File: src/design/pshp_pkg.sv
// Purpose: shared constants and carriers for the slot hot-plug register bank
// Assumes: 32-bit Avalon-MM register access, byte addresses
// Notes: slot status sits in the upper half of the slot control word
package pshp_pkg;

	// register map, byte addresses
	localparam int          ADDR_W        = 12;
	localparam logic [11:0] SLOT_CAP_OFS  = 12'h054;
	localparam logic [11:0] SLOT_CTL_OFS  = 12'h058;

	// slot capabilities fields
	localparam int CAP_BUTTON_PRESENT_BIT  = 0;
	localparam int CAP_PWR_CTRL_PRESENT_BIT = 1;
	localparam int CAP_LATCH_PRESENT_BIT   = 2;
	localparam int CAP_ATTN_LED_PRESENT_BIT = 3;
	localparam int CAP_PWR_LED_PRESENT_BIT = 4;
	localparam int CAP_LOW_W               = 6;
	localparam int CAP_HP_CAPABLE_BIT      = 6;
	localparam int CAP_PLV_LSB             = 7;
	localparam int CAP_PLV_W               = 8;
	localparam int CAP_PLS_LSB             = 15;
	localparam int CAP_PLS_W               = 2;
	localparam int CAP_ILOCK_BIT           = 17;
	localparam int CAP_NO_CMD_NOTIFY_BIT   = 18;
	localparam int CAP_SLOT_NUM_LSB        = 19;
	localparam int CAP_SLOT_NUM_W          = 13;

	// slot control fields
	localparam int CTL_BUTTON_EN_BIT   = 0;
	localparam int CTL_PWR_FAULT_EN_BIT = 1;
	localparam int CTL_LATCH_EN_BIT    = 2;
	localparam int CTL_PRESENCE_EN_BIT = 3;
	localparam int CTL_CMD_DONE_EN_BIT = 4;
	localparam int CTL_MASTER_EN_BIT   = 5;
	localparam int CTL_ATTN_LSB        = 6;
	localparam int CTL_PWR_LED_LSB     = 8;
	localparam int CTL_PWR_CTRL_BIT    = 10;
	localparam int CTL_EN_W            = 6;

	// slot status fields, word bit = STS_LSB + field
	localparam int STS_LSB            = 16;
	localparam int STS_CMD_DONE_BIT   = 4;
	localparam int STS_LATCH_OPEN_BIT = 5;
	localparam int STS_PRESENT_BIT    = 6;
	localparam int STS_ILOCK_BIT      = 7;
	localparam int NUM_EVT_FLAGS      = 5;
	localparam int NUM_WAKE_EVTS      = 4;

	// reset values
	localparam logic [1:0] ATTN_LED_RST = 2'h3;
	localparam logic [1:0] PWR_LED_RST  = 2'h1;
	localparam logic       PWR_CTRL_RST = 1'h0;

	// command completion delay
	localparam int CLK_PERIOD_NS    = 50;
	localparam int CMD_DONE_NS      = 1000;
	localparam int CMD_DONE_CYCLES  = (CMD_DONE_NS + CLK_PERIOD_NS - 1) / CLK_PERIOD_NS;
	localparam int CMD_CNT_W        = 5;

	typedef enum logic [1:0] {
		PSHP_SCALE_X1    = 2'h0,
		PSHP_SCALE_XP1   = 2'h1,
		PSHP_SCALE_XP01  = 2'h2,
		PSHP_SCALE_XP001 = 2'h3
	} pshp_scale_t;

	typedef enum logic {
		PSHP_BUS_IDLE = 1'b0,
		PSHP_BUS_DONE = 1'b1
	} pshp_bus_st_t;

	typedef struct packed {
		logic              read;
		logic              write;
		logic [ADDR_W-1:0] address;
		logic [3:0]        byteenable;
		logic [31:0]       writedata;
	} pshp_bus_req_t;

	typedef struct packed {
		logic button_press;
		logic power_fault;
		logic latch_change;
		logic presence_change;
		logic latch_open;
		logic card_present;
		logic ilock_engaged;
		logic power_off_sense;
	} pshp_slot_in_t;

	typedef struct packed {
		logic [1:0] attention_led_control;
		logic [1:0] power_led_control;
		logic       slot_power_control;
	} pshp_slot_drive_t;

	typedef struct packed {
		logic [CAP_PLV_W-1:0] power_limit_value;
		pshp_scale_t          power_limit_scale;
	} pshp_pwr_msg_t;

endpackage

File: src/design/pshp_sticky_flag.sv
// Purpose: one write-one-to-clear event flag
// Assumes: set and clear are single-cycle synchronous strobes
// Notes: a set in the clearing cycle keeps the flag
`timescale 1ns/1ps
`default_nettype none
module pshp_sticky_flag (
	// clock and reset
	input  wire logic core_clk,
	input  wire logic rstn,
	// event and clear
	input  wire logic set_evt,
	input  wire logic clr,
	// flag
	output logic      flag
);
	import pshp_pkg::*;

	typedef struct packed {
		logic flag;
	} pshp_flag_st_t;

	pshp_flag_st_t st_ff;
	pshp_flag_st_t nxt_st;

	always_comb begin
		nxt_st      = st_ff;
		nxt_st.flag = set_evt | (st_ff.flag & ~clr);
	end

	always_ff @(posedge core_clk) begin
		if (!rstn) begin
			st_ff <= '0;
		end else begin
			st_ff <= nxt_st;
		end
	end

	assign flag = st_ff.flag;
endmodule
`default_nettype wire

File: src/design/pshp_slot_regs.sv
// Purpose: slot capabilities, slot control and slot status of one switch port
// Assumes: Avalon-MM slave, all inputs synchronous to core_clk
// Notes:
//
// Register access over Avalon-MM was decided locally.
`timescale 1ns/1ps
`default_nettype none
module pshp_slot_regs (
	// clock and reset
	input  wire logic                      core_clk,
	input  wire logic                      rstn,
	// register bus
	input  wire pshp_pkg::pshp_bus_req_t   avs_req,
	output logic [31:0]                    avs_readdata,
	output logic                           avs_waitrequest,
	// port configuration
	input  wire logic                      slot_implemented,
	input  wire logic                      cfg_load_en,
	input  wire logic                      upstream_port,
	input  wire logic                      dl_up,
	// slot hardware
	input  wire pshp_pkg::pshp_slot_in_t   slot_in,
	output pshp_pkg::pshp_slot_drive_t     slot_drive,
	// power limit message
	output logic                           pwr_msg_valid,
	output pshp_pkg::pshp_pwr_msg_t        pwr_msg,
	input  wire logic                      pwr_msg_ready,
	// hot-plug events to the port
	output logic                           hp_irq,
	output logic                           hp_wake
);
	import pshp_pkg::*;

	typedef struct packed {
		pshp_bus_st_t                bus;
		logic [31:0]                 rdata;
		logic [CAP_LOW_W-1:0]        cap_low;
		logic                        hot_plug_capable;
		logic [CAP_PLV_W-1:0]        power_limit_value;
		pshp_scale_t                 power_limit_scale;
		logic                        interlock_present;
		logic [CAP_SLOT_NUM_W-1:0]   physical_slot_number;
		logic [CTL_EN_W-1:0]         ctl_en;
		logic [1:0]                  attention_led_control;
		logic [1:0]                  power_led_control;
		logic                        slot_power_control;
		logic                        dl_up_prev;
		logic                        msg_valid;
		pshp_pwr_msg_t               msg;
		logic [CMD_CNT_W-1:0]        cmd_cnt;
		logic                        irq;
		logic                        wake;
	} pshp_st_t;

	pshp_st_t st_ff;
	pshp_st_t nxt_st;

	logic [NUM_EVT_FLAGS-1:0] evt_set;
	logic [NUM_EVT_FLAGS-1:0] evt_clr;
	logic [NUM_EVT_FLAGS-1:0] evt_flag;
	logic                     req;
	logic                     acc;
	logic                     wr_cap;
	logic                     wr_ctl;
	logic                     wr_ctl_lo;
	logic                     wr_ctl_hi;
	logic [31:0]              cap_rd;
	logic [31:0]              ctl_rd;
	logic [CAP_LOW_W-1:0]     cap_low_eff;
	logic                     hp_cap_eff;
	logic [CTL_EN_W-1:0]      en_gate;
	logic [CTL_EN_W-1:0]      en_eff;
	logic                     attn_gate;
	logic                     pled_gate;
	logic                     pctl_gate;
	logic [1:0]               attn_eff;
	logic [1:0]               pled_eff;
	logic                     pctl_eff;
	logic [CAP_PLV_W-1:0]     plv_eff;
	pshp_scale_t              pls_eff;

	// capability view, all zero without a slot
	always_comb begin
		cap_low_eff = slot_implemented ? st_ff.cap_low : '0;
		hp_cap_eff  = slot_implemented & st_ff.hot_plug_capable;
		plv_eff     = slot_implemented ? st_ff.power_limit_value : '0;
		pls_eff     = slot_implemented ? st_ff.power_limit_scale : PSHP_SCALE_X1;
		cap_rd      = '0;
		cap_rd[CAP_LOW_W-1:0]                                  = cap_low_eff;
		cap_rd[CAP_HP_CAPABLE_BIT]                             = hp_cap_eff;
		cap_rd[CAP_PLV_LSB +: CAP_PLV_W]                       = plv_eff;
		cap_rd[CAP_PLS_LSB +: CAP_PLS_W]                       = pls_eff;
		cap_rd[CAP_ILOCK_BIT]                                  = slot_implemented & st_ff.interlock_present;
		cap_rd[CAP_NO_CMD_NOTIFY_BIT]                          = 1'b0;
		cap_rd[CAP_SLOT_NUM_LSB +: CAP_SLOT_NUM_W]             =
			slot_implemented ? st_ff.physical_slot_number : '0;
	end

	// control gating by capability; presence detect enable is never gated
	always_comb begin
		en_gate                      = '0;
		en_gate[CTL_BUTTON_EN_BIT]   = cap_low_eff[CAP_BUTTON_PRESENT_BIT];
		en_gate[CTL_PWR_FAULT_EN_BIT] = cap_low_eff[CAP_PWR_CTRL_PRESENT_BIT];
		en_gate[CTL_LATCH_EN_BIT]    = cap_low_eff[CAP_LATCH_PRESENT_BIT];
		en_gate[CTL_PRESENCE_EN_BIT] = 1'b1;
		en_gate[CTL_CMD_DONE_EN_BIT] = hp_cap_eff;
		en_gate[CTL_MASTER_EN_BIT]   = hp_cap_eff;
		attn_gate = cap_low_eff[CAP_ATTN_LED_PRESENT_BIT];
		pled_gate = cap_low_eff[CAP_PWR_LED_PRESENT_BIT];
		pctl_gate = cap_low_eff[CAP_PWR_CTRL_PRESENT_BIT];
		en_eff    = st_ff.ctl_en & en_gate;
		attn_eff  = attn_gate ? st_ff.attention_led_control : 2'h0;
		pled_eff  = pled_gate ? st_ff.power_led_control : 2'h0;
		pctl_eff  = pctl_gate & st_ff.slot_power_control;
	end

	// control and status word
	always_comb begin
		ctl_rd                                 = '0;
		ctl_rd[CTL_EN_W-1:0]                   = en_eff;
		ctl_rd[CTL_ATTN_LSB +: 2]              = attn_eff;
		ctl_rd[CTL_PWR_LED_LSB +: 2]           = pled_eff;
		ctl_rd[CTL_PWR_CTRL_BIT]               = pctl_gate & slot_in.power_off_sense;
		ctl_rd[STS_LSB +: NUM_EVT_FLAGS]       = evt_flag;
		ctl_rd[STS_LSB + STS_LATCH_OPEN_BIT]   = slot_in.latch_open;
		ctl_rd[STS_LSB + STS_PRESENT_BIT]      = slot_in.card_present;
		ctl_rd[STS_LSB + STS_ILOCK_BIT]        = slot_in.ilock_engaged;
	end

	// bus decode
	always_comb begin
		req       = avs_req.read | avs_req.write;
		acc       = req & (st_ff.bus == PSHP_BUS_DONE);
		wr_cap    = acc & avs_req.write & (avs_req.address == SLOT_CAP_OFS);
		wr_ctl    = acc & avs_req.write & (avs_req.address == SLOT_CTL_OFS);
		wr_ctl_lo = wr_ctl & avs_req.byteenable[0];
		wr_ctl_hi = wr_ctl & avs_req.byteenable[1];
		evt_clr   = '0;
		if (wr_ctl & avs_req.byteenable[2]) begin
			evt_clr = avs_req.writedata[STS_LSB +: NUM_EVT_FLAGS];
		end
	end

	// event sources
	always_comb begin
		evt_set    = '0;
		evt_set[0] = slot_in.button_press;
		evt_set[1] = slot_in.power_fault;
		evt_set[2] = slot_in.latch_change;
		evt_set[3] = slot_in.presence_change;
		evt_set[STS_CMD_DONE_BIT] = (st_ff.cmd_cnt == CMD_CNT_W'(1));
	end

	genvar gi;
	generate
		for (gi = 0; gi < NUM_EVT_FLAGS; gi = gi + 1) begin : g_flag
			pshp_sticky_flag u_flag (
				.core_clk (core_clk),
				.rstn     (rstn),
				.set_evt  (evt_set[gi]),
				.clr      (evt_clr[gi]),
				.flag     (evt_flag[gi])
			);
		end
	endgenerate

	// next state
	always_comb begin
		nxt_st = st_ff;

		// one wait cycle, then the request completes
		unique case (st_ff.bus)
			PSHP_BUS_IDLE: begin
				if (req) begin
					nxt_st.bus = PSHP_BUS_DONE;
					if (avs_req.read && avs_req.address == SLOT_CAP_OFS) begin
						nxt_st.rdata = cap_rd;
					end else if (avs_req.read && avs_req.address == SLOT_CTL_OFS) begin
						nxt_st.rdata = ctl_rd;
					end else begin
						nxt_st.rdata = '0;
					end
				end
			end
			PSHP_BUS_DONE: begin
				nxt_st.bus = PSHP_BUS_IDLE;
			end
		endcase

		// capabilities write
		if (wr_cap && slot_implemented) begin
			if (avs_req.byteenable[0] && cfg_load_en) begin
				nxt_st.cap_low = avs_req.writedata[CAP_LOW_W-1:0];
				nxt_st.hot_plug_capable = avs_req.writedata[CAP_HP_CAPABLE_BIT];
			end
			if (avs_req.byteenable[0]) begin
				nxt_st.power_limit_value[0] = avs_req.writedata[CAP_PLV_LSB];
			end
			if (avs_req.byteenable[1]) begin
				nxt_st.power_limit_value[CAP_PLV_W-1:1] = avs_req.writedata[14:8];
				nxt_st.power_limit_scale[0] = avs_req.writedata[CAP_PLS_LSB];
			end
			if (avs_req.byteenable[2]) begin
				nxt_st.power_limit_scale[1] = avs_req.writedata[CAP_PLS_LSB + 1];
				if (cfg_load_en) begin
					nxt_st.interlock_present = avs_req.writedata[CAP_ILOCK_BIT];
					nxt_st.physical_slot_number[4:0] = avs_req.writedata[23:CAP_SLOT_NUM_LSB];
				end
			end
			if (avs_req.byteenable[3] && cfg_load_en) begin
				nxt_st.physical_slot_number[CAP_SLOT_NUM_W-1:5] = avs_req.writedata[31:24];
			end
		end

		// control write, gated fields keep their value
		if (wr_ctl_lo) begin
			nxt_st.ctl_en = (avs_req.writedata[CTL_EN_W-1:0] & en_gate) | (st_ff.ctl_en & ~en_gate);
			if (attn_gate) begin
				nxt_st.attention_led_control = avs_req.writedata[CTL_ATTN_LSB +: 2];
			end
		end
		if (wr_ctl_hi) begin
			if (pled_gate && !upstream_port) begin
				nxt_st.power_led_control = avs_req.writedata[CTL_PWR_LED_LSB +: 2];
			end
			if (pctl_gate) begin
				nxt_st.slot_power_control = avs_req.writedata[CTL_PWR_CTRL_BIT];
			end
		end

		// each control write to byte 0 or 1 is a command; completion follows after a fixed delay
		if (wr_ctl_lo || wr_ctl_hi) begin
			nxt_st.cmd_cnt = CMD_CNT_W'(CMD_DONE_CYCLES);
		end else if (st_ff.cmd_cnt != '0) begin
			nxt_st.cmd_cnt = st_ff.cmd_cnt - CMD_CNT_W'(1);
		end

		// power limit message, a new trigger wins over the handshake
		nxt_st.dl_up_prev = dl_up;
		if (st_ff.msg_valid && pwr_msg_ready) begin
			nxt_st.msg_valid = 1'b0;
		end
		if (wr_cap) begin
			nxt_st.msg_valid = 1'b1;
			nxt_st.msg.power_limit_value = slot_implemented ? nxt_st.power_limit_value : '0;
			nxt_st.msg.power_limit_scale = slot_implemented ? nxt_st.power_limit_scale : PSHP_SCALE_X1;
		end else if (dl_up && !st_ff.dl_up_prev) begin
			nxt_st.msg_valid = 1'b1;
			nxt_st.msg.power_limit_value = plv_eff;
			nxt_st.msg.power_limit_scale = pls_eff;
		end

		// interrupt needs master enable; wake ignores command completion
		nxt_st.irq  = en_eff[CTL_MASTER_EN_BIT] & (|(evt_flag & en_eff[NUM_EVT_FLAGS-1:0]));
		nxt_st.wake = |(evt_flag[NUM_WAKE_EVTS-1:0] & en_eff[NUM_WAKE_EVTS-1:0]);
	end

	always_ff @(posedge core_clk) begin
		if (!rstn) begin
			st_ff                       <= '0;
			st_ff.bus                   <= PSHP_BUS_IDLE;
			st_ff.power_limit_scale     <= PSHP_SCALE_X1;
			st_ff.msg.power_limit_scale <= PSHP_SCALE_X1;
			st_ff.attention_led_control <= ATTN_LED_RST;
			st_ff.power_led_control     <= PWR_LED_RST;
			st_ff.slot_power_control    <= PWR_CTRL_RST;
		end else begin
			st_ff <= nxt_st;
		end
	end

	// outputs
	assign avs_waitrequest = req & (st_ff.bus == PSHP_BUS_IDLE);
	assign avs_readdata    = st_ff.rdata;
	assign pwr_msg_valid   = st_ff.msg_valid;
	assign pwr_msg         = st_ff.msg;
	assign hp_irq          = st_ff.irq;
	assign hp_wake         = st_ff.wake;

	always_comb begin
		slot_drive.attention_led_control = attn_eff;
		slot_drive.power_led_control     = pled_eff;
		slot_drive.slot_power_control    = pctl_eff;
	end
endmodule
`default_nettype wire

File: config.mk
export PLATFORM = sky130hd
export DESIGN_NAME = pshp_slot_regs
export DESIGN_NICKNAME = d
export VERILOG_FILES = /design/src/design/pshp_pkg.sv /design/src/design/pshp_sticky_flag.sv /design/src/design/pshp_slot_regs.sv
export SDC_FILE = /design/constraint.sdc
export NUM_CORES = 1
export LEC_CHECK = 0
export ABC_AREA = 1
export BUFFER_PORTS_ARGS = -buffer_cell sky130_fd_sc_hd__buf_2
export CAP_MARGIN = 20
export CORE_ASPECT_RATIO = 1.25
export CORE_MARGIN = 2
export CORE_UTILIZATION = 35
export CTS_CLUSTER_DIAMETER = 120
export CTS_CLUSTER_SIZE = 14
export DETAILED_ROUTE_END_ITERATION = 7
export PLACE_DENSITY = 0.55
export SLEW_MARGIN = 20
export SYNTH_ARGS = -nofsm -noshare
export SYNTH_HDL_FRONTEND = slang
export SYNTH_SLANG_ARGS = --single-unit
File: constraint.sdc
create_clock -name core_clk -period 2.5 [get_ports core_clk]
set_input_delay 0.25 -clock core_clk [delete_from_list [all_inputs] [get_ports core_clk]]
set_output_delay 0.25 -clock core_clk [all_outputs]
set_load 0.01 [all_outputs]
==> results_dict.tcl <==
set metrics [dict create \
    synth_flop_cell "dfxtp_1" \
    instances_no_fill 957 \
    io_pins 116 \
    p_leak_nw 2.91 \
    min_period_ns 1.82 \
    skew_ns 0.00719 \
    reg2reg_from "st_ff[93]$_SDFF_PP0_" \
    yosysWarningCount 0 \
    cts-buffers-inserted 9 \
    synthTopCellsByCount "nand2_1 (175), dfxtp_1 (99), inv_1 (81)" \
    hp-start "dl_up" \
    fp.dieH_um 139 \
    grt_use_total_pct 17.8 \
    clockRootBuffer "clkbuf_16" \
    synth_edf_count 0 \
    synth_top_cells_by_area "dfxtp_1 (39%), nand2_1 (13%), buf_4 (7.2%)" \
    h-tree-depth 3 \
    seq_area_frac_synth_pct 38.7 \
    gp_congestion 0.837 \
    cp_slowest_cell "dfxtp_1" \
    drtIter0Drc 288 \
    maxSlewViolCount 0 \
    syn-cell-area_um2 5120 \
    num_rows 49 \
    clkSinkCount 99 \
    synth-seq-cells 99 \
    fmax_mhz 550 \
    cp_data_arrival_time_ns 2.09 \
    clockBufferDepth 2 \
    start_kind "register" \
    die_x_um 112 \
    cts_tree "done" \
    crit_chain "nand2_1 -> inv_1 -> nand3_4 -> nor2_4 -> buf_4 -> nand2_4 -> a21oi_1" \
    worstMarginPinSlew_ns 0.490 \
    slowest_delay_ns 0.42 \
    drc_errors 0 \
    crit_required_ns 2.77 \
    clkLatencyLatePin_ns 0.35 \
    ir_worst_vdd_uv 446 \
    dr_wl_met3_um 524 \
    die_area_um2 15600 \
    p_total_mw 3.52 \
    setup.worst_path.start "st_ff[93]$_SDFF_PP0_" \
    start_util_pct 35.7 \
    post_drt_via_cell_ratio 4.66 \
    period_share_pct 72.7 \
    setup_viol 0 \
    cap_viol_max_count 0 \
    vias 4455 \
    diodes 0 \
    wirelength_um 13800 \
    drive_gt1_share_pct 23.9 \
    fin_setup_tns_ns 0 \
    io_buffer_count 115 \
    syn_inst 717 \
    hold_class "in -> reg" \
    crit_type "reg -> reg" \
    syn_to_final_growth_pct 12.4 \
    status "completed" \
    grt-ovfl-total 0 \
    drt_pass1_iterations 5 \
    final_area_um2 5760 \
    core_area_um2 14300 \
    cts_resized 0 \
    wl_per_cell_um 14.4 \
    final_nets 841 \
    synthArstFlopShare_pct 0 \
    powerDensity_nw_per_um2 612 \
    antenna_found_initial 0 \
    rsz0062_at_grt "false" \
    routed.top_layer "met4" \
    placed_area_um2 5480 \
    worst-path-max-fanout 12 \
    cp-end-kind "register" \
    post_cts_buffers 0 \
    wl_met1_um 6480 \
    yosys.area.top_type "dfxtp_1" \
    grt_pass1_vias 4325 \
    critPathBufInv 2 \
    cts_hold_buf 0 \
    grt_pass1_wl_um 22400 \
    syn_area_per_cell_um2 7.14 \
    dpl.cell_count 941 \
    hpwl_um 10300 \
    finalHoldViolCount 0 \
    path_clk_slew_ns 0.07 \
    slew_headroom_pct 67.3 \
    syn_nets 784 \
    critPathTopFamily "simple AND/OR/NAND/NOR gates" \
    ant_nets 0 \
    synth_cell_type_count 31 \
    met2WireLength_um 6670 \
    synth_top_area_share_pct 38.7 \
    yosysMostFrequentCell "nand2_1" \
    grt_max_degree 35 \
]
-- final cells by class --
class | count | area [um^2]
well taps | 178 | 223
clock buffers | 10 | 239
repair buffers | 124 | 656
flip-flops and latches | 99 | 1980
fillers | 1605 | 8590
clock inverters | 6 | 41.3
multi-input cells | 453 | 2290
inverters | 87 | 327
-- cells by family (layout without fill, tap and decap cells) --
logic type               Yosys count  count (layout)  synth area share, %
buffers and inverters            165             227                 16.6
AND/OR/NAND/NOR                  345             345                 32.3
XOR/XNOR                           1               1                0.171
flip-flops                        99              99                 38.7
adder cells (fa/ha/maj)            2               2                0.488
AO/OA/AOI/OAI                    103             103                 11.3
multiplexers                       2               2                0.415
-- registers in the layout (all words and copies together) (netlist names), named ones only --
name                cells
st_ff                  44
avs_readdata           32
pwr_msg                10
g_flag.u_flag.flag      5
hp_irq                  1
hp_wake                 1
pwr_msg_valid           1
-- metrics by stage --
stage	worst slack [ns]	hold slack, ns	utilization, %
2_1_floorplan	1.18	0.343	-
3_3_place_gp	0.691	0.445	38.2
3_5_place_dp	0.687	0.445	38.2
4_1_cts	0.689	0.0888	40.1
5_1_grt	0.581	0.114	40.1
6_report	0.683	0.0972	40.1
-- tightest hold or removal path, stage by stage --
cell and delay [ns]:
buf_2 0.09, nand2_1 0.04, inv_1 0.04
-- path summary, 6_finish.rpt --
| check | to | slack (ns) | cells after the start |
|---|---|---|---|
| max | pwr_msg[1]$_SDFFE_PN0P_ | 0.68 | 7 |
| min | st_ff[18]$_SDFF_PN0_ | 0.1 | 3 |
| max reg2reg | pwr_msg[1]$_SDFFE_PN0P_ | 0.68 | 7 |
| min reg2reg | st_ff[23]$_SDFFE_PN1P_ | 0.46 | 2 |
-- layer usage --
metal	up-vias	global-route usage, %
li1	2366	-
met1	1984	24.2
met2	99	29.1
met3	6	2.66
met4	0	5.20
met5	-	0
-- where the power goes --
group | switching, mW | internal (mW) | total (mW) | leakage [nW]
clock | 0.627 | 0.703 | 1.33 | 0.142
combinational | 0.315 | 0.190 | 0.505 | 1.96
sequential | 0.0443 | 1.64 | 1.69 | 0.805
total | 0.986 | 2.54 | 3.52 | 2.91
-- layout by cell type, fill, tap and decap left out --
cell type	count
nand2_1	175
buf_4	8
dfxtp_1	99
clkinv_4	3
clkbuf_16	9
buf_2	115
clkinv_1	2
inv_1	80
mux2_2	1
nor2_4	6
o211ai_1	5
nand2_4	11
ha_1	2
nor2_8	1
o21ai_1	1
nor2_1	57
o21ai_0	29
nand2_2	1
a21oi_2	14
nand3b_1	3
mux2i_1	1
clkinv_2	3
nand3_1	47
nand4_1	35
nor2_2	4
nand3_4	3
inv_2	5
a21oi_1	54
clkbuf_8	1
buf_12	1
nor3_1	2
xor2_1	1
Note: power is estimated with default switching activity, not from simulation.
